===== src/lxr_pkg.sv =====
// constants shared by the light sensor back end
// assumes a 20 MHz core clock and byte wide register access
`default_nettype none
package lxr_pkg;
  // =========================================
  // register map
  localparam logic [7:0] ADDR_STATUS = 8'h00;
  localparam logic [7:0] ADDR_ENABLE = 8'h01;
  localparam logic [7:0] ADDR_CONFIG = 8'h02;
  localparam logic [7:0] ADDR_LUX_HI = 8'h03;
  localparam logic [7:0] ADDR_LUX_LO = 8'h04;
  localparam logic [7:0] ADDR_UPPER  = 8'h05;
  localparam logic [7:0] ADDR_LOWER  = 8'h06;
  localparam logic [7:0] ADDR_DELAY  = 8'h07;
  // =========================================
  // fields and reset values
  localparam int         CFG_FREE_BIT  = 7;
  localparam int         CFG_OVR_BIT   = 6;
  localparam int         CFG_CDR_BIT   = 3;
  localparam int         IRQ_BIT       = 0;
  localparam logic [7:0] CFG_RESET     = 8'h03;
  localparam logic [7:0] UPPER_RESET   = 8'hff;
  localparam logic [7:0] LOWER_RESET   = 8'h00;
  localparam logic [7:0] DELAY_RESET   = 8'hff;
  localparam logic [3:0] UPPER_FILL    = 4'hf;
  localparam logic [3:0] LOWER_FILL    = 4'h0;
  localparam logic [3:0] EXP_OVER      = 4'hf;
  localparam logic [2:0] AUTO_CODE_MAX = 3'h3;
  localparam logic [3:0] DIV_SHIFT     = 4'h3;
  // =========================================
  // timing: one tick is the shortest integration period
  localparam int CLK_PERIOD_NS   = 50;
  localparam int TICK_PERIOD_NS  = 6250000;
  localparam int TICK_CYCLES_DEF = TICK_PERIOD_NS / CLK_PERIOD_NS;
  localparam int FRAME_MS        = 800;
  localparam int STEP_MS         = 100;
  localparam int FRAME_TICKS     = FRAME_MS * 1000000 / TICK_PERIOD_NS;
  localparam int STEP_TICKS      = STEP_MS * 1000000 / TICK_PERIOD_NS;
  // =========================================
  // autoranging limits, in result lsb and raw converter counts
  localparam logic [25:0] DIV_ON_COUNT  = 26'h0003cc4;
  localparam logic [25:0] DIV_OFF_COUNT = 26'h00036b0;
  localparam logic [15:0] RAW_HIGH      = 16'hc000;
  localparam logic [15:0] RAW_LOW       = 16'h3000;
endpackage
`default_nettype wire


===== src/lxr_core.sv =====
// light sensor back end: ranging, result bytes, threshold interrupt
// assumes a byte register port from a serial slave on clock_in
// and a converter count held valid at the end of each integration
//
// How it works
// - override clear: division and period come from autoranging
// - override set: division and period come from host writes
// - division bit 3: zero passes full current, one divides by eight
// - autoranging only picks 100, 200, 400 or 800 ms periods
// - period codes run 800 ms down to 6.25 ms by halving
// - periods under 100 ms only reachable under override
// - high byte holds exponent and mantissa top; low byte mantissa bottom
// - exponent 1111 reports over range
// - result bytes freeze at bus start and resume at stop
// - reading above upper limit past delay sets flag, pulls pin low
// - upper limit mantissa low nibble filled with ones
// - reading below lower limit past delay raises interrupt; zero nibble
// - delay is timer times 100 ms; zero fires at once
// - autorange divides above about 700 lux, lengthens period in dimness
// - result is four bit exponent and eight bit mantissa
// - flag clears on status read or on writing enable zero
// - continuous clear: one start per 800 ms; set: back to back
// - without override, division and period read back auto values
`timescale 1ns/1ps
`default_nettype none
module lxr_core #(
  parameter int TICK_CYCLES = lxr_pkg::TICK_CYCLES_DEF
) (
  input  wire logic        clock_in,
  input  wire logic        rst_n_in,
  input  wire logic        scl_in,
  input  wire logic        sda_in,
  input  wire logic [7:0]  reg_addr_in,
  input  wire logic        reg_wr_in,
  input  wire logic        reg_rd_in,
  input  wire logic [7:0]  reg_wdata_in,
  output logic [7:0]       reg_rdata_out,
  input  wire logic [15:0] adc_count_in,
  output logic             conv_run_out,
  output logic             current_divide_sel_out,
  output logic [2:0]       integration_period_code_out,
  output logic             int_pin_out,
  output logic             int_pin_oe_out
);
  import lxr_pkg::*;

  typedef enum logic {ST_WAIT, ST_INTEG} lxr_meas_e;

  logic [16:0] tick_cnt_r;
  logic        tick;
  logic        free_running_sample_r;
  logic        range_override_r;
  logic        man_cdr_r;
  logic [2:0]  man_code_r;
  logic        auto_cdr_r;
  logic [2:0]  auto_code_r;
  logic        eff_cdr;
  logic [2:0]  eff_code;
  logic        irq_enable_r;
  logic        irq_flag_r;
  logic [7:0]  upper_r;
  logic [7:0]  lower_r;
  logic [7:0]  delay_r;
  lxr_meas_e   state_r;
  logic [7:0]  frame_cnt_r;
  logic        meas_cdr_r;
  logic [2:0]  meas_code_r;
  logic [7:0]  integ_ticks;
  logic        integ_end;
  logic        frame_end;
  logic        meas_start;
  logic [3:0]  shamt;
  logic [25:0] total;
  logic [3:0]  new_exp;
  logic [7:0]  new_mant;
  logic [11:0] new_val;
  logic [11:0] shadow_r;
  logic [11:0] lux_r;
  logic        freeze_r;
  logic        bus_start;
  logic        bus_stop;
  logic [11:0] upper_full;
  logic [11:0] lower_full;
  logic        new_outside;
  logic        outside_r;
  logic        fired_r;
  logic [11:0] persist_cnt_r;
  logic [11:0] delay_ticks;
  logic        trigger;
  logic        wr_cfg;
  logic        wr_en;
  logic        rd_status;

  assign wr_cfg    = reg_wr_in && (reg_addr_in == ADDR_CONFIG);
  assign wr_en     = reg_wr_in && (reg_addr_in == ADDR_ENABLE);
  assign rd_status = reg_rd_in && (reg_addr_in == ADDR_STATUS);

  // =========================================
  // tick divider: one enable pulse per 6.25 ms
  assign tick = (tick_cnt_r == 17'(TICK_CYCLES - 1));

  always_ff @(posedge clock_in) begin
    if (!rst_n_in) begin
      tick_cnt_r <= '0;
    end else if (tick) begin
      tick_cnt_r <= '0;
    end else begin
      tick_cnt_r <= tick_cnt_r + 17'h00001;
    end
  end

  // =========================================
  // configuration register
  // writes in auto mode must not disturb the held manual values
  always_ff @(posedge clock_in) begin
    if (!rst_n_in) begin
      free_running_sample_r <= CFG_RESET[CFG_FREE_BIT];
      range_override_r      <= CFG_RESET[CFG_OVR_BIT];
      man_cdr_r             <= CFG_RESET[CFG_CDR_BIT];
      man_code_r            <= CFG_RESET[2:0];
    end else if (wr_cfg) begin
      free_running_sample_r <= reg_wdata_in[CFG_FREE_BIT];
      range_override_r      <= reg_wdata_in[CFG_OVR_BIT];
      if (reg_wdata_in[CFG_OVR_BIT]) begin
        man_cdr_r  <= reg_wdata_in[CFG_CDR_BIT];
        man_code_r <= reg_wdata_in[2:0];
      end
    end
  end

  assign eff_cdr  = range_override_r ? man_cdr_r : auto_cdr_r;
  assign eff_code = range_override_r ? man_code_r : auto_code_r;

  // =========================================
  // threshold, delay and enable registers
  always_ff @(posedge clock_in) begin
    if (!rst_n_in) begin
      irq_enable_r <= 1'b0;
      upper_r      <= UPPER_RESET;
      lower_r      <= LOWER_RESET;
      delay_r      <= DELAY_RESET;
    end else if (reg_wr_in) begin
      unique case (reg_addr_in)
        ADDR_ENABLE: irq_enable_r <= reg_wdata_in[IRQ_BIT];
        ADDR_UPPER:  upper_r      <= reg_wdata_in;
        ADDR_LOWER:  lower_r      <= reg_wdata_in;
        ADDR_DELAY:  delay_r      <= reg_wdata_in;
        default: ;
      endcase
    end
  end

  // =========================================
  // measurement sequencer
  // the range is latched at start so a mid-frame write cannot skew a reading
  assign integ_ticks = 8'(FRAME_TICKS) >> meas_code_r;
  assign integ_end   = (state_r == ST_INTEG) && tick && (frame_cnt_r + 8'h01 == integ_ticks);
  assign frame_end   = tick && (frame_cnt_r + 8'h01 == 8'(FRAME_TICKS));
  assign meas_start  = ((state_r == ST_INTEG) && integ_end && (free_running_sample_r || frame_end))
                       || ((state_r == ST_WAIT) && frame_end);

  always_ff @(posedge clock_in) begin
    if (!rst_n_in) begin
      state_r     <= ST_WAIT;
      frame_cnt_r <= 8'(FRAME_TICKS - 1);
      meas_cdr_r  <= CFG_RESET[CFG_CDR_BIT];
      meas_code_r <= CFG_RESET[2:0];
    end else if (meas_start) begin
      state_r     <= ST_INTEG;
      frame_cnt_r <= '0;
      meas_cdr_r  <= eff_cdr;
      meas_code_r <= eff_code;
    end else if (integ_end) begin
      state_r     <= ST_WAIT;
      frame_cnt_r <= frame_cnt_r + 8'h01;
    end else if (tick) begin
      frame_cnt_r <= frame_cnt_r + 8'h01;
    end
  end

  // =========================================
  // scale the raw count by period and divider, then encode
  assign shamt = {1'b0, meas_code_r} + (meas_cdr_r ? DIV_SHIFT : 4'h0);
  assign total = {10'h000, adc_count_in} << shamt;

  lxr_float_enc u_enc (
    .value_in (total),
    .exp_out  (new_exp),
    .mant_out (new_mant)
  );

  assign new_val = {new_exp, new_mant};

  // =========================================
  // autoranging
  always_ff @(posedge clock_in) begin
    if (!rst_n_in) begin
      auto_cdr_r  <= CFG_RESET[CFG_CDR_BIT];
      auto_code_r <= CFG_RESET[2:0];
    end else if (integ_end && !range_override_r) begin
      if (total >= DIV_ON_COUNT) begin
        auto_cdr_r <= 1'b1;
      end else if (total < DIV_OFF_COUNT) begin
        auto_cdr_r <= 1'b0;
      end
      if (adc_count_in >= RAW_HIGH && auto_code_r < AUTO_CODE_MAX) begin
        auto_code_r <= auto_code_r + 3'h1;
      end else if (adc_count_in < RAW_LOW && auto_code_r != 3'h0) begin
        auto_code_r <= auto_code_r - 3'h1;
      end
    end
  end

  // =========================================
  // result bytes; the shadow keeps the newest reading while frozen
  lxr_bus_cond u_bus (
    .clock_in  (clock_in),
    .rst_n_in  (rst_n_in),
    .scl_in    (scl_in),
    .sda_in    (sda_in),
    .start_out (bus_start),
    .stop_out  (bus_stop)
  );

  // a stop between byte reads lets an update split the pair
  always_ff @(posedge clock_in) begin
    if (!rst_n_in) begin
      freeze_r <= 1'b0;
    end else if (bus_start) begin
      freeze_r <= 1'b1;
    end else if (bus_stop) begin
      freeze_r <= 1'b0;
    end
  end

  always_ff @(posedge clock_in) begin
    if (!rst_n_in) begin
      shadow_r <= '0;
    end else if (integ_end) begin
      shadow_r <= new_val;
    end
  end

  always_ff @(posedge clock_in) begin
    if (!rst_n_in) begin
      lux_r <= '0;
    end else if (!freeze_r) begin
      lux_r <= shadow_r;
    end
  end

  // =========================================
  // window compare and persistence
  // twelve bit compare orders exponent before mantissa
  assign upper_full  = {upper_r, UPPER_FILL};
  assign lower_full  = {lower_r, LOWER_FILL};
  assign new_outside = (new_val > upper_full) || (new_val < lower_full);
  assign delay_ticks = 12'(delay_r) * 12'(STEP_TICKS);
  assign trigger     = outside_r && !fired_r && irq_enable_r
                       && (persist_cnt_r >= delay_ticks);

  always_ff @(posedge clock_in) begin
    if (!rst_n_in) begin
      outside_r <= 1'b0;
    end else if (integ_end) begin
      outside_r <= new_outside;
    end
  end

  always_ff @(posedge clock_in) begin
    if (!rst_n_in) begin
      persist_cnt_r <= '0;
    end else if (integ_end && (!new_outside || !outside_r)) begin
      persist_cnt_r <= '0;
    end else if (tick && outside_r && persist_cnt_r != 12'hfff) begin
      persist_cnt_r <= persist_cnt_r + 12'h001;
    end
  end

  // one interrupt per excursion, rearmed when the reading returns inside
  always_ff @(posedge clock_in) begin
    if (!rst_n_in) begin
      fired_r <= 1'b0;
    end else if (!outside_r) begin
      fired_r <= 1'b0;
    end else if (trigger) begin
      fired_r <= 1'b1;
    end
  end

  // disabling wins over a same-cycle event; a status read does not
  always_ff @(posedge clock_in) begin
    if (!rst_n_in) begin
      irq_flag_r <= 1'b0;
    end else if (wr_en && !reg_wdata_in[IRQ_BIT]) begin
      irq_flag_r <= 1'b0;
    end else if (trigger) begin
      irq_flag_r <= 1'b1;
    end else if (rd_status) begin
      irq_flag_r <= 1'b0;
    end
  end

  // =========================================
  // read port, answered one cycle after the strobe
  always_ff @(posedge clock_in) begin
    if (!rst_n_in) begin
      reg_rdata_out <= '0;
    end else if (reg_rd_in) begin
      unique case (reg_addr_in)
        ADDR_STATUS: reg_rdata_out <= {7'h00, irq_flag_r};
        ADDR_ENABLE: reg_rdata_out <= {7'h00, irq_enable_r};
        ADDR_CONFIG: reg_rdata_out <= {free_running_sample_r, range_override_r, 2'h0,
                                       eff_cdr, eff_code};
        ADDR_LUX_HI: reg_rdata_out <= lux_r[11:4];
        ADDR_LUX_LO: reg_rdata_out <= {4'h0, lux_r[3:0]};
        ADDR_UPPER:  reg_rdata_out <= upper_r;
        ADDR_LOWER:  reg_rdata_out <= lower_r;
        ADDR_DELAY:  reg_rdata_out <= delay_r;
        default:     reg_rdata_out <= 8'h00;
      endcase
    end
  end

  // =========================================
  // converter and pin drive
  assign conv_run_out                = (state_r == ST_INTEG);
  assign current_divide_sel_out      = meas_cdr_r;
  assign integration_period_code_out = meas_code_r;
  assign int_pin_out                 = 1'b0;
  assign int_pin_oe_out              = irq_flag_r;

  // =========================================
  // checks
  chk_auto_code_range: assert property (@(posedge clock_in) disable iff (!rst_n_in)
    !range_override_r |-> (eff_code <= AUTO_CODE_MAX && eff_cdr == auto_cdr_r))
    else $error("auto range left its period set");

  chk_manual_range: assert property (@(posedge clock_in) disable iff (!rst_n_in)
    wr_cfg && reg_wdata_in[CFG_OVR_BIT] |=> eff_code == $past(reg_wdata_in[2:0])
    && eff_cdr == $past(reg_wdata_in[CFG_CDR_BIT]))
    else $error("manual range not taken");

  chk_freeze_hold: assert property (@(posedge clock_in) disable iff (!rst_n_in)
    freeze_r |=> $stable(lux_r))
    else $error("result moved while frozen");

  chk_resume_copy: assert property (@(posedge clock_in) disable iff (!rst_n_in)
    bus_stop && !bus_start ##1 !freeze_r |=> lux_r == $past(shadow_r))
    else $error("result not resumed after stop");

  chk_irq_pin: assert property (@(posedge clock_in) disable iff (!rst_n_in)
    int_pin_oe_out == irq_flag_r && !int_pin_out)
    else $error("pin does not follow flag");

  chk_enable_gate: assert property (@(posedge clock_in) disable iff (!rst_n_in)
    !irq_enable_r |=> !$rose(irq_flag_r))
    else $error("flag rose while disabled");

  chk_read_clear: assert property (@(posedge clock_in) disable iff (!rst_n_in)
    rd_status && !trigger |=> !irq_flag_r)
    else $error("status read did not clear flag");

  chk_zero_delay: assert property (@(posedge clock_in) disable iff (!rst_n_in)
    integ_end && new_outside && !outside_r && irq_enable_r && delay_r == 8'h00
    && !(reg_wr_in && reg_addr_in == ADDR_ENABLE) |-> ##[1:2] irq_flag_r)
    else $error("zero delay did not fire");

  chk_frame_spacing: assert property (@(posedge clock_in) disable iff (!rst_n_in)
    meas_start && !free_running_sample_r |-> frame_cnt_r == 8'(FRAME_TICKS - 1))
    else $error("start outside the 800 ms frame");

  chk_overrange: assert property (@(posedge clock_in) disable iff (!rst_n_in)
    integ_end && (total >> 14) > 26'h00000ff |=> shadow_r[11:8] == EXP_OVER)
    else $error("over range not flagged");
endmodule
`default_nettype wire


===== src/lxr_bus_cond.sv =====
// start and stop detector on the serial bus wires
// assumes scl/sda are asynchronous pins, far slower than clock_in
`timescale 1ns/1ps
`default_nettype none
module lxr_bus_cond (
  input  wire logic clock_in,
  input  wire logic rst_n_in,
  input  wire logic scl_in,
  input  wire logic sda_in,
  output logic      start_out,
  output logic      stop_out
);
  logic scl_s1_r, scl_s2_r, scl_s3_r;
  logic sda_s1_r, sda_s2_r, sda_s3_r;

  // =========================================
  // synchronisers; only stage two and later feed logic
  always_ff @(posedge clock_in) begin
    if (!rst_n_in) begin
      {scl_s1_r, scl_s2_r, scl_s3_r} <= 3'h7;
      {sda_s1_r, sda_s2_r, sda_s3_r} <= 3'h7;
    end else begin
      {scl_s1_r, scl_s2_r, scl_s3_r} <= {scl_in, scl_s1_r, scl_s2_r};
      {sda_s1_r, sda_s2_r, sda_s3_r} <= {sda_in, sda_s1_r, sda_s2_r};
    end
  end

  // =========================================
  // sda moving while scl stays high marks start or stop
  always_ff @(posedge clock_in) begin
    if (!rst_n_in) begin
      start_out <= 1'b0;
      stop_out  <= 1'b0;
    end else begin
      start_out <= scl_s2_r && scl_s3_r && !sda_s2_r && sda_s3_r;
      stop_out  <= scl_s2_r && scl_s3_r && sda_s2_r && !sda_s3_r;
    end
  end

  chk_start_stop_excl: assert property (@(posedge clock_in) disable iff (!rst_n_in)
    !(start_out && stop_out)) else $error("start and stop seen together");
endmodule
`default_nettype wire


===== src/lxr_float_enc.sv =====
// converts a wide linear count into exponent and mantissa
// purely combinational; caller registers the result
`timescale 1ns/1ps
`default_nettype none
module lxr_float_enc (
  input  wire logic [25:0] value_in,
  output logic [3:0]       exp_out,
  output logic [7:0]       mant_out
);
  import lxr_pkg::*;

  // =========================================
  // smallest exponent whose shifted value fits eight bits
  always_comb begin
    exp_out  = EXP_OVER;
    mant_out = 8'hff;
    for (int e = 14; e >= 0; e--) begin
      if ((value_in >> e) < 26'h0000100) begin
        exp_out  = 4'(e);
        mant_out = 8'(value_in >> e);
      end
    end
  end
endmodule
`default_nettype wire


===== config.mk =====
export PLATFORM = sky130hd
export DESIGN_NAME = lxr_core
export DESIGN_NICKNAME = d
export VERILOG_FILES = /design/src/lxr_pkg.sv /design/src/lxr_core.sv /design/src/lxr_bus_cond.sv /design/src/lxr_float_enc.sv
export SDC_FILE = /design/constraint.sdc
export NUM_CORES = 1
export LEC_CHECK = 0
export ABC_AREA = 1
export BUFFER_PORTS_ARGS = -buffer_cell sky130_fd_sc_hd__buf_4
export CAP_MARGIN = 20
export CORE_MARGIN = 1.5
export CORE_UTILIZATION = 55
export CTS_CLUSTER_SIZE = 10
export DETAILED_ROUTE_END_ITERATION = 16
export MAX_ROUTING_LAYER = met4
export PLACE_DENSITY = 0.73
export SETUP_SLACK_MARGIN = 0.15
export SLEW_MARGIN = 5
export SYNTH_ARGS = -nofsm -noshare
export SYNTH_HDL_FRONTEND = slang
export SYNTH_SLANG_ARGS = --single-unit

===== constraint.sdc =====
create_clock -name clock_in -period 6.5 [get_ports clock_in]
set_input_delay 1.95 -clock clock_in [delete_from_list [all_inputs] [get_ports clock_in]]
set_output_delay 1.95 -clock clock_in [all_outputs]
set_load 0.05 [all_outputs]

==> results.cfg, run 1 <==
[outcome]
status = finished clean

[detailed_routing]
vias = 8666
drcViolationCount = 0
wl_per_cell_um = 14.98
wl_um = 22760
vias_per_cell = 5.701
postRouteAntennaNets = 0
detail_route.first_pass.iterations = 5
drt-initial-drc-count = 802

[setup_path]
crit_arrival_ns = 5.94
criticalPathCategory = reg -> reg
cp_slowest_cell = fa_1
reg2reg_from = current_divide_sel_out
endpoint_kind = flop
slowest_delay_ns = 0.99
reg2reg_slack_ns = 0.85
crit_path_cell_trace = ha_1 > fa_1 > inv_4 > nand3_1 > nand2_1 > o21ai_0 > o21ai_2 > inv_1 > nor2_8 > nand2_2 > clkinv_1 > a31oi_1 > o2111ai_1 > nand3_1 > ha_1 > a21oi_1 > o21ai_0 > a21oi_1 > o211ai_1 > a21oi_1 > nand2_1 > nand2_2 > nor2_1
ff2ff_path_depth = 23
worst_path_most_repeated_cell = a21oi_1
r2r-end = persist_cnt_r[0]
start_kind = flop
cp_max_fo = 19
required_ns = 6.79

[placed_design]
place_area_sq_um = 8747
portBuffers = 51
placed_cells = 1488
dpl.hpwl_um = 17070
gp_congestion = 0.9576

[finish]
drive_gt1_share_pct = 11.38
fin_cells = 1520
multi_input_area_sq_um = 4960
utilization_pct = 63.51
syn_to_final_growth_pct = 11.86
nets = 1393
fillers = 1431
postLayoutCellArea_sq_um = 9335
layout.area.seq_sq_um = 2422
antenna_cells = 0

[yosys]
synth_edf_count = 0
synthCells = 1288
synth.avg_cell_area_sq_um = 6.479
ys_seq_area_share_pct = 29.03
netlist_area_sq_um = 8346
syn_nets = 1358
ys_ff_latch = 121
synth_area_leader_cell = dfxtp_1
yosys_most_used_dff = dfxtp_1
yosysWarnings = 0
synth_top_area_share_pct = 29.03
synth_area_leaders = dfxtp_1 (29%), nand2_1 (13%), inv_1 (8.0%)
async_flop_share_pct = 0
synthTopCellsByCount = nand2_1 (281), inv_1 (177), dfxtp_1 (121)
yosysMostFrequentCell = nand2_1
yosys.cell_types.count = 57

[clock_network]
cts_hold_buffers = 0
clk_latency_ns = 0.42
clk_path_buf_depth = 2
path_clk_slew_ns = 0.06
post_cts.repair.setup_buffers = 0
root_buffer = clkbuf_16
numCtsBuffers = 17
htreeDepth = 4
tritoncts = yes
postCtsResizedCells = 0
clock_sinks = 121

[timing]
finalSetupViolCount = 0
tns_ns = 0
grt_setup_unrepaired = no
tightest_slew_ns = 0.8814
finalHoldViolCount = 0
slew_headroom_pct = 41.18
fmax_mhz = 176.9
fin_crit_ns = 5.652
skew_ns = 0.008672
fin_crit_sh_pct = 86.95
maxSlewViolCount = 0

[die]
fp-row-count = 44
die_area_sq_um = 15920
initial_core_util_pct = 56.78
die_h_um = 126.2
coreArea_sq_um = 14700
fp.dieW_um = 126.2
io_pins = 53

[hold_path]
hold_depth = 1
whs_endpoint = u_bus.sda_s2_r
hp-start = u_bus.sda_s1_r
hold_class = reg -> reg

[flow_run]
maxCapViolations = 0

[global_routing]
grt_max_degree = 66
overflow = 0
grt_use_total_pct = 30.24
first_global_vias = 7749
antenna_found_initial = 0
grt_pass1_wl_um = 38010

[power_and_ir_drop]
irDropWorstVdd_mv = 0.2047
pwr_density_cell_nw_per_um2 = 198.1
finalPower_mw = 1.850
leakage_nw = 4.406
-- layout by cell type (no fill, tap or decap), drive strengths merged, types with 2 or more instances in the layout --
cell	netlist	routed
nand2	299	299
inv	189	192
nor2	124	124
dfxtp	121	121
nand3	121	121
o21ai	110	110
a21oi	78	78
buf	19	54
ha	30	30
nor3	30	30
o211ai	25	25
clkbuf	19	19
nand4	16	16
o22ai	14	14
xor2	13	13
nor4	13	13
clkinv	4	9
a211oi	8	8
a31oi	8	8
or2	7	7
o31ai	6	6
o221ai	5	5
xnor2	5	5
o2111ai	4	4
clkinvlp	0	3
nor3b	2	2
a221o	2	2
fa	2	2
bufinv	0	2
-- registers in the layout, indices dropped and copies added, names as in the netlist, 3 cells and up --
name                         flops
upper_r                          8
auto_code_r                      3
delay_r                          8
integration_period_code_out      3
lux_r                           12
tick_cnt_r                      17
persist_cnt_r                   12
frame_cnt_r                      8
lower_r                          8
shadow_r                        12
man_code_r                       3
reg_rdata_out                    8
-- where the power goes --
group / internal (mW) / total, mW / switching [mW]
Clock: 0.577 / 0.937 / 0.359
Combinational: 0.0526 / 0.162 / 0.109
Sequential: 0.747 / 0.751 / 0.00358
Total: 1.38 / 1.85 / 0.472
-- critical path: cells and delay by family (launching register included) --
kind	cells	cell delay [ns]
compound gates	9	1.66
fa+ha+maj	3	1.53
buf+inv	3	0.79
flops	1	0.40
simple gates	8	1.13
-- kinds of logic (layout without fill, tap and decap cells) --
family / count (synthesis) / count (layout) / share of synthesized area, %
flip-flops: 121 / 121 / 29.03
other: 1 / 1 / 0.04493
AO/OA/AOI/OAI: 272 / 272 / 19.27
AND/OR/NAND/NOR: 613 / 613 / 33.25
buffers and inverters: 231 / 279 / 11.54
XOR/XNOR: 18 / 18 / 1.889
adder cells (fa/ha/maj): 32 / 32 / 4.978
-- worst max-delay path by stage --
stage / start / endpoint / slack (ns) / depth (start not counted)
final: current_divide_sel_out / persist_cnt_r[0] / 0.85 / 23
after global routing: current_divide_sel_out / persist_cnt_r[0] / 0.42 / 29
after CTS: adc_count_in[1] / persist_cnt_r[0] / 0.94 / 28
after detailed placement: adc_count_in[1] / persist_cnt_r[0] / 0.59 / 28
after global placement: adc_count_in[1] / persist_cnt_r[1] / 0.70 / 24
after floorplan: adc_count_in[1] / persist_cnt_r[3] / 1.52 / 28
-- through the flow --
step                      setup WS [ns]  hold slack [ns]
final                            0.8483           0.4162
after global routing             0.4207           0.4337
after CTS                        0.9439           0.4214
after detailed placement         0.5862           0.4026
after global placement           0.7012           0.3949
after floorplan                   1.520           0.3892
-- layer usage --
layer,vias up,part of all wire [%],GRT usage [%]
met2,361,43,44.60
met4,0,1.9,7.032
li1,4386,-,-
met5,-,0,-
met3,42,9.0,6.967
met1,3877,46,42.04
-- area by class of cell --
class / count / area share (%)
clock buffer: 19 / 4.745
clock inverter: 13 / 1.555
inverter: 193 / 7.814
multi-input combinational: 936 / 53.13
sequential: 121 / 25.95
tap: 184 / 2.466
timing repair buffer: 54 / 4.343
Power figures use the tool's default switching activity.
==> inputs of run 2 (changes only) <==
--- a/config.mk
+++ b/config.mk
@@ -12,10 +12,12 @@
 export CORE_UTILIZATION = 55
 export CTS_CLUSTER_SIZE = 10
 export DETAILED_ROUTE_END_ITERATION = 16
+export GPL_TIMING_DRIVEN = 0
 export MAX_ROUTING_LAYER = met4
 export PLACE_DENSITY = 0.73
 export SETUP_SLACK_MARGIN = 0.15
 export SLEW_MARGIN = 5
 export SYNTH_ARGS = -nofsm -noshare
 export SYNTH_HDL_FRONTEND = slang
+export SYNTH_HIERARCHICAL = 1
 export SYNTH_SLANG_ARGS = --single-unit
==> run 2 against run 1 <==
  * Cell area increased by 7.7%
  * Die area increased by 5.8%
  * Fmax decreased by 4.7%
  * Non-clock buffer count increased by 44
  * Critical path depth increased by 9
  * First-iteration DRC count decreased by 7.7%
  * Area after synthesis increased by 5.9%
  * Critical path type is now in -> reg
  * Synthesized cell count increased by 11%
  * Critical endpoint is now persist_cnt_r[7]
  * Cell count increased by 14%
  * Clock-buffer cell count unchanged
  * Utilization increased by 0.22 points
==> results.cfg, run 2 <==
[outcome]
status = finished clean

[timing]
fin_crit_sh_pct = 91.25
tns_ns = 0
grt_setup_unrepaired = no
maxSlewViolCount = 0
slew_headroom_pct = 51.60
skew_ns = 0.01025
tightest_slew_ns = 0.7261
fmax_mhz = 168.6
finalHoldViolCount = 0
fin_crit_ns = 5.931
finalSetupViolCount = 0
layout_setup_ws_ns = 0.5685

[die]
die_area_sq_um = 16840
io_pins = 53
initial_core_util_pct = 56.05
fp.dieW_um = 129.8
coreArea_sq_um = 15770
die_h_um = 129.8
fp-row-count = 46

[yosys]
ys_seq_area_share_pct = 27.40
synth_compound_area_share_pct = 12.81
synthMuxAreaShare_pct = 0.2548
synth_area_leaders = dfxtp_1 (27%), nand2_1 (17%), nand3_1 (8.6%)
synth-xor-area-share_pct = 1.387
ys_ff_latch = 121
synthSimpleGateAreaFrac_pct = 43.58
synthAdderAreaFrac_pct = 4.699
yosysWarnings = 6
yosys.cell_types.count = 55
async_flop_share_pct = 0
synth.avg_cell_area_sq_um = 6.164
synth_top_family_by_area = simple AND/OR/NAND/NOR gates
syn_nets = 1504
synth_top_area_share_pct = 27.40
synthCells = 1434
synthTopCellsByCount = nand2_1 (412), nor2_1 (164), inv_1 (155)
synth_area_leader_cell = dfxtp_1
yosysMostFrequentCell = nand2_1
netlist_area_sq_um = 8840
yosys_most_used_dff = dfxtp_1
synth_edf_count = 0

[setup_path]
r2r-end = persist_cnt_r[7]
required_ns = 6.87
worst_path_most_repeated_cell = nand2_1
endpoint_kind = flop
crit_arrival_ns = 6.30
reg2reg_slack_ns = 0.59
ff2ff_path_depth = 33
cp_slowest_cell = ha_1
criticalPathCategory = in -> reg
reg2reg_from = current_divide_sel_out
endpoint = persist_cnt_r[7]
startpoint = adc_count_in[5]
cp_max_fo = 10
slowest_delay_ns = 0.33
start_kind = input port

[detailed_routing]
detail_route.first_pass.iterations = 5
drcViolationCount = 0
wl_um = 25070
drt-initial-drc-count = 740
wl_per_cell_um = 14.49
postRouteAntennaNets = 0
vias_per_cell = 5.486
vias = 9491

[placed_design]
portBuffers = 49
gp_congestion = 0.9667
dpl.hpwl_um = 19260
pre_cts_slack_ns = 0.2852
placed_cells = 1699
place_area_sq_um = 9478

[finish]
nets = 1572
regMostFlops = tick_cnt_r
syn_to_final_growth_pct = 13.69
drive_gt1_share_pct = 10.90
largest_reg_flops = 17
fin_cells = 1730
antenna_cells = 0
layout_commonest_cell = nand2_1
postLayoutCellArea_sq_um = 10050
final_cell_mix = nand2_1 (412), nor2_1 (164), inv_1 (155), nand3_1 (152), dfxtp_1 (121)

[clock_network]
path_clk_slew_ns = 0.06
root_buffer = clkbuf_16
clock_sinks = 121
numCtsBuffers = 17
tritoncts = yes
htreeDepth = 4
clk_path_buf_depth = 2
post_cts.repair.setup_buffers = 0
clk_latency_ns = 0.42

[global_routing]
first_global_vias = 8415
grt_pass1_wl_um = 41030
grt_max_degree = 17
antenna_found_initial = 0
overflow = 0
grt_use_total_pct = 31.57

[power_and_ir_drop]
irDropWorstVdd_mv = 0.1818
internal_power_mw = 1.349
power_frac_comb_pct = 9.1
pwr_density_cell_nw_per_um2 = 182.1
leakage_nw = 5.031
clkPwrFrac_pct = 49.9
p_sw_share_pct = 26.25
power_switching_mw = 0.4802
power_frac_seq_pct = 41.0

[hold_path]
hold_class = reg -> reg

[flow_run]
maxCapViolations = 0
[run 2: cell types whose count changed in the layout (fill, tap and decap cells not counted), sizes merged, moves of 8 or more]
cell / before / now
nor2: 124 / 179
nand4: 16 / 41
nor3: 30 / 22
clkbuf: 19 / 40
inv: 192 / 167
nand3: 121 / 160
and2: 0 / 13
nor4: 13 / 1
nand2: 299 / 428
buf: 54 / 77
a211oi: 8 / 0
o22ai: 14 / 5
o21ai: 110 / 74
[run 2: routing by layer]
| layer | part of all wire (%) | vias to the layer above | GRT usage, % |
|---|---|---|---|
| met5 | 0 | - | - |
| li1 | - | 4837 | - |
| met3 | 5.8 | 43 | 4.715 |
| met4 | 2.1 | 0 | 8.562 |
| met2 | 45 | 300 | 49.42 |
| met1 | 47 | 4311 | 42.57 |
[run 2: critical path, delay by kind of cell]
family | cells | cell delay, ns
buffers and inverters | 5 | 0.72
AOI/OAI and AO/OA | 6 | 0.95
adders and majority gates | 1 | 0.33
and+or+nand+nor | 20 | 2.31
[run 2: per-stage QoR]
stage	total power, mW	utilization [%]	hold WS [ns]
2_1_floorplan	0.8692	-	0.3795
3_3_place_gp	0.9281	60.10	0.3823
3_5_place_dp	0.9290	60.10	0.3885
4_1_cts	1.835	63.73	0.4006
5_1_grt	1.887	63.73	0.4062
6_report	1.830	63.73	0.4034
[run 2: what timing repair did]
| item | 4_1_cts | 5_1_grt |
|---|---|---|
| hold endpoints to repair | 0 | 0 |
| hold buffers | 0 | 0 |
| endpoints found under the setup margin | 0 | 1 |
| gates resized for setup | 0 | 1 |
[run 2: how the worst min path moves through the flow]
stage / from / end / slack [ns] / cells past startpoint
2_1_floorplan: u_bus/scl_s1_r / u_bus/scl_s2_r / 0.38 / 2
3_3_place_gp: u_bus/sda_s1_r / u_bus/sda_s2_r / 0.38 / 2
3_5_place_dp: u_bus/sda_s1_r / u_bus/sda_s2_r / 0.39 / 2
4_1_cts: u_bus/sda_s1_r / u_bus/sda_s2_r / 0.40 / 2
5_1_grt: u_bus/sda_s1_r / u_bus/sda_s2_r / 0.41 / 2
6_report: u_bus/sda_s1_r / u_bus/sda_s2_r / 0.40 / 2
[run 2: cell type report]
| type | count | area (sq um) |
|---|---|---|
| Buffer | 49 | 241.5 |
| Clock buffer | 19 | 452.9 |
| Clock inverter | 12 | 118.9 |
| Fill cell | 1521 | 5720 |
| Inverter | 166 | 626.9 |
| Multi-Input combinational cell | 1098 | 5549 |
| Sequential cell | 121 | 2422 |
| Tap cell | 216 | 270.3 |
| Timing Repair Buffer | 49 | 367.9 |
[run 2: power groups by stage]
stage	Combinational (mW)	Clock, mW	Sequential, mW
floorplan	0.103	0	0.766
global placement	0.162	0	0.766
detailed placement	0.162	0	0.767
CTS	0.163	0.922	0.750
global route	0.186	0.951	0.751
finish	0.167	0.913	0.750
[run 2: cells by family after synthesis]
group,count (synthesis)
AO/OA/AOI/OAI,199
XOR/XNOR,14
adder cells (fa/ha/maj),32
buffers and inverters,215
flip-flops,121
multiplexers,2
other,1
AND/OR/NAND/NOR,850
==> inputs of run 3 (changes only) <==
--- a/config.mk
+++ b/config.mk
@@ -10,6 +10,7 @@
 export CAP_MARGIN = 20
 export CORE_MARGIN = 1.5
 export CORE_UTILIZATION = 55
+export CTS_BUF_LIST = sky130_fd_sc_hd__clkbuf_2
 export CTS_CLUSTER_SIZE = 10
 export DETAILED_ROUTE_END_ITERATION = 16
 export GPL_TIMING_DRIVEN = 0
==> run 3 against run 2 <==
  * Sequential share of layout area increased by 0.90 points
  * Total power shrank 25%
  * Critical endpoint is now persist_cnt_r[9]
  * Largest cell class unchanged
  * Hold slack improved by 0.023 ns
  * Clock-buffer cell count decreased by 2
  * Critical path depth is 2 higher
  * Global-route usage is 0.36 points lower
  * Via count fell by 0.65%
  * Critical path type is now reg -> reg
  * Routed wire length shrank 1.5%
==> results.cfg, run 3 (synthesized netlist as in run 2, its figures left out) <==
[die]
initial_core_util_pct = 56.05
coreArea_sq_um = 15770
die_area_sq_um = 16840
fp-row-count = 46
die_h_um = 129.8
fp.dieW_um = 129.8
io_pins = 53

[hold_path]
whs_endpoint = u_bus/sda_s2_r
hold_depth = 2
hold_class = reg -> reg
hp-start = u_bus/sda_s1_r

[flow_run]
maxCapViolations = 0

[finish]
postLayoutCellArea_sq_um = 9694
final_cell_mix = nand2_1 (412), nor2_1 (164), inv_1 (155), nand3_1 (152), dfxtp_1 (120)
layout_commonest_cell = nand2_1
syn_to_final_growth_pct = 9.667
regMostFlops = tick_cnt_r
drive_gt1_share_pct = 10.90
fillers = 1572
largest_reg_flops = 17
nets = 1572

[clock_network]
clock_sinks = 121
clk_path_buf_depth = 2
cts_hold_buffers = 0
htreeDepth = 4
path_clk_slew_ns = 0.20
root_buffer = clkbuf_2
tritoncts = yes
postCtsResizedCells = 0
numCtsBuffers = 17
post_cts.repair.setup_buffers = 0
clk_latency_ns = 0.73

[placed_design]
gp_congestion = 0.9667
dpl.hpwl_um = 19260
place_area_sq_um = 9478
portBuffers = 49

[detailed_routing]
wl_met2_um = 11160
met1_length_um = 11760
wl_met3_um = 1331
vias_per_cell = 5.447
drcViolationCount = 0
detail_route.first_pass.iterations = 7
postRouteAntennaNets = 0
wl_per_cell_um = 14.26
drt-initial-drc-count = 756
vias = 9429
highest_layer = met4
wl_um = 24690

[power_and_ir_drop]
pwr_density_cell_nw_per_um2 = 141.1
leakage_nw = 4.884
irDropWorstVdd_mv = 0.1623
finalPower_mw = 1.368

[setup_path]
endpoint_kind = flop
cp_max_fo = 10
criticalPathCategory = reg -> reg
ff2ff_path_depth = 34
r2r-end = persist_cnt_r[9]
slowest_delay_ns = 0.43
start_kind = flop
cp_slowest_cell = dfxtp_1
worst_path_most_repeated_cell = nand2_1
reg2reg_from = integration_period_code_out[0]
crit_arrival_ns = 6.39
reg2reg_slack_ns = 0.78
required_ns = 7.17

[timing]
grt_setup_unrepaired = no
skew_ns = 0.03823
finalHoldViolCount = 0
tightest_slew_ns = 0.6914
fin_crit_ns = 5.724
slew_headroom_pct = 53.91
maxSlewViolCount = 0
fmax_mhz = 174.7
tns_ns = 0
finalSetupViolCount = 0
fin_crit_sh_pct = 88.06

[global_routing]
first_global_vias = 8390
grt_max_degree = 17
antenna_found_initial = 1
overflow = 0
grt_pass1_wl_um = 40670
grt_use_total_pct = 31.21

[outcome]
status = finished clean
[run 3: changes by cell type in the layout (fill, tap and decap cells not counted)]
cell and delta:
dfxtp_1 -1, clkinv_1 +2, buf_1 -1, diode_2 +1
clkbuf_2 +18, dfxtp_2 +1, clkbuf_16 -17, clkbuf_8 -2
[run 3: routing by layer]
layer	vias up	global-route usage (%)
met5	-	-
met4	0	8.301
met3	43	4.018
met2	289	49.05
met1	4263	42.40
li1	4834	-
[run 3: cell type report]
cell class | count | area (sq um) | area share [%]
clock buffers | 17 | 85.08 | 0.8776
plain buffers | 49 | 242.7 | 2.504
inverters | 166 | 626.9 | 6.466
well taps | 216 | 270.3 | 2.788
diodes | 1 | 2.502 | 0.02581
flip-flops and latches | 121 | 2424 | 25.00
multi-input cells | 1098 | 5549 | 57.24
clock inverters | 14 | 126.4 | 1.304
repair buffers | 49 | 367.9 | 3.795
[run 3: critical path, delay by kind of cell, from the launching register on]
family	cells	cell delay [ns]
adder cells (fa/ha/maj)	3	0.93
buffers and inverters	6	1.03
AO/OA/AOI/OAI	5	0.78
AND/OR/NAND/NOR	20	2.51
flip-flops	1	0.43
[run 3: through the flow]
stage / hold WS [ns] / worst slack (ns) / util [%] / instances
floorplan: 0.3795 / 1.240 / - / 1434
global placement: 0.3823 / 0.2695 / 60.10 / 1699
detailed placement: 0.3885 / 0.2852 / 60.10 / 1699
CTS: 0.4243 / 0.6672 / 61.44 / 1730
global route: 0.4340 / 0.2478 / 61.47 / 1731
finish: 0.4265 / 0.7759 / 61.47 / 1731
[run 3: worst max-delay path by stage]
| stage | from | to | slack, ns | cells after the start |
|---|---|---|---|---|
| finish | integration_period_code_out[0] | persist_cnt_r[9] | 0.78 | 34 |
| global route | current_divide_sel_out | persist_cnt_r[10] | 0.25 | 34 |
| CTS | current_divide_sel_out | persist_cnt_r[9] | 0.67 | 33 |
| detailed placement | adc_count_in[5] | persist_cnt_r[7] | 0.29 | 32 |
| global placement | adc_count_in[5] | persist_cnt_r[9] | 0.27 | 32 |
| floorplan | adc_count_in[5] | persist_cnt_r[1] | 1.24 | 31 |
[run 3: where the power goes]
part / total, mW / internal (mW) / leakage, nW / switching (mW)
Combinational: 0.166 / 0.0533 / 3.78 / 0.112
Sequential: 0.752 / 0.749 / 0.978 / 0.00314
Clock: 0.451 / 0.139 / 0.128 / 0.312
Total: 1.37 / 0.941 / 4.88 / 0.428
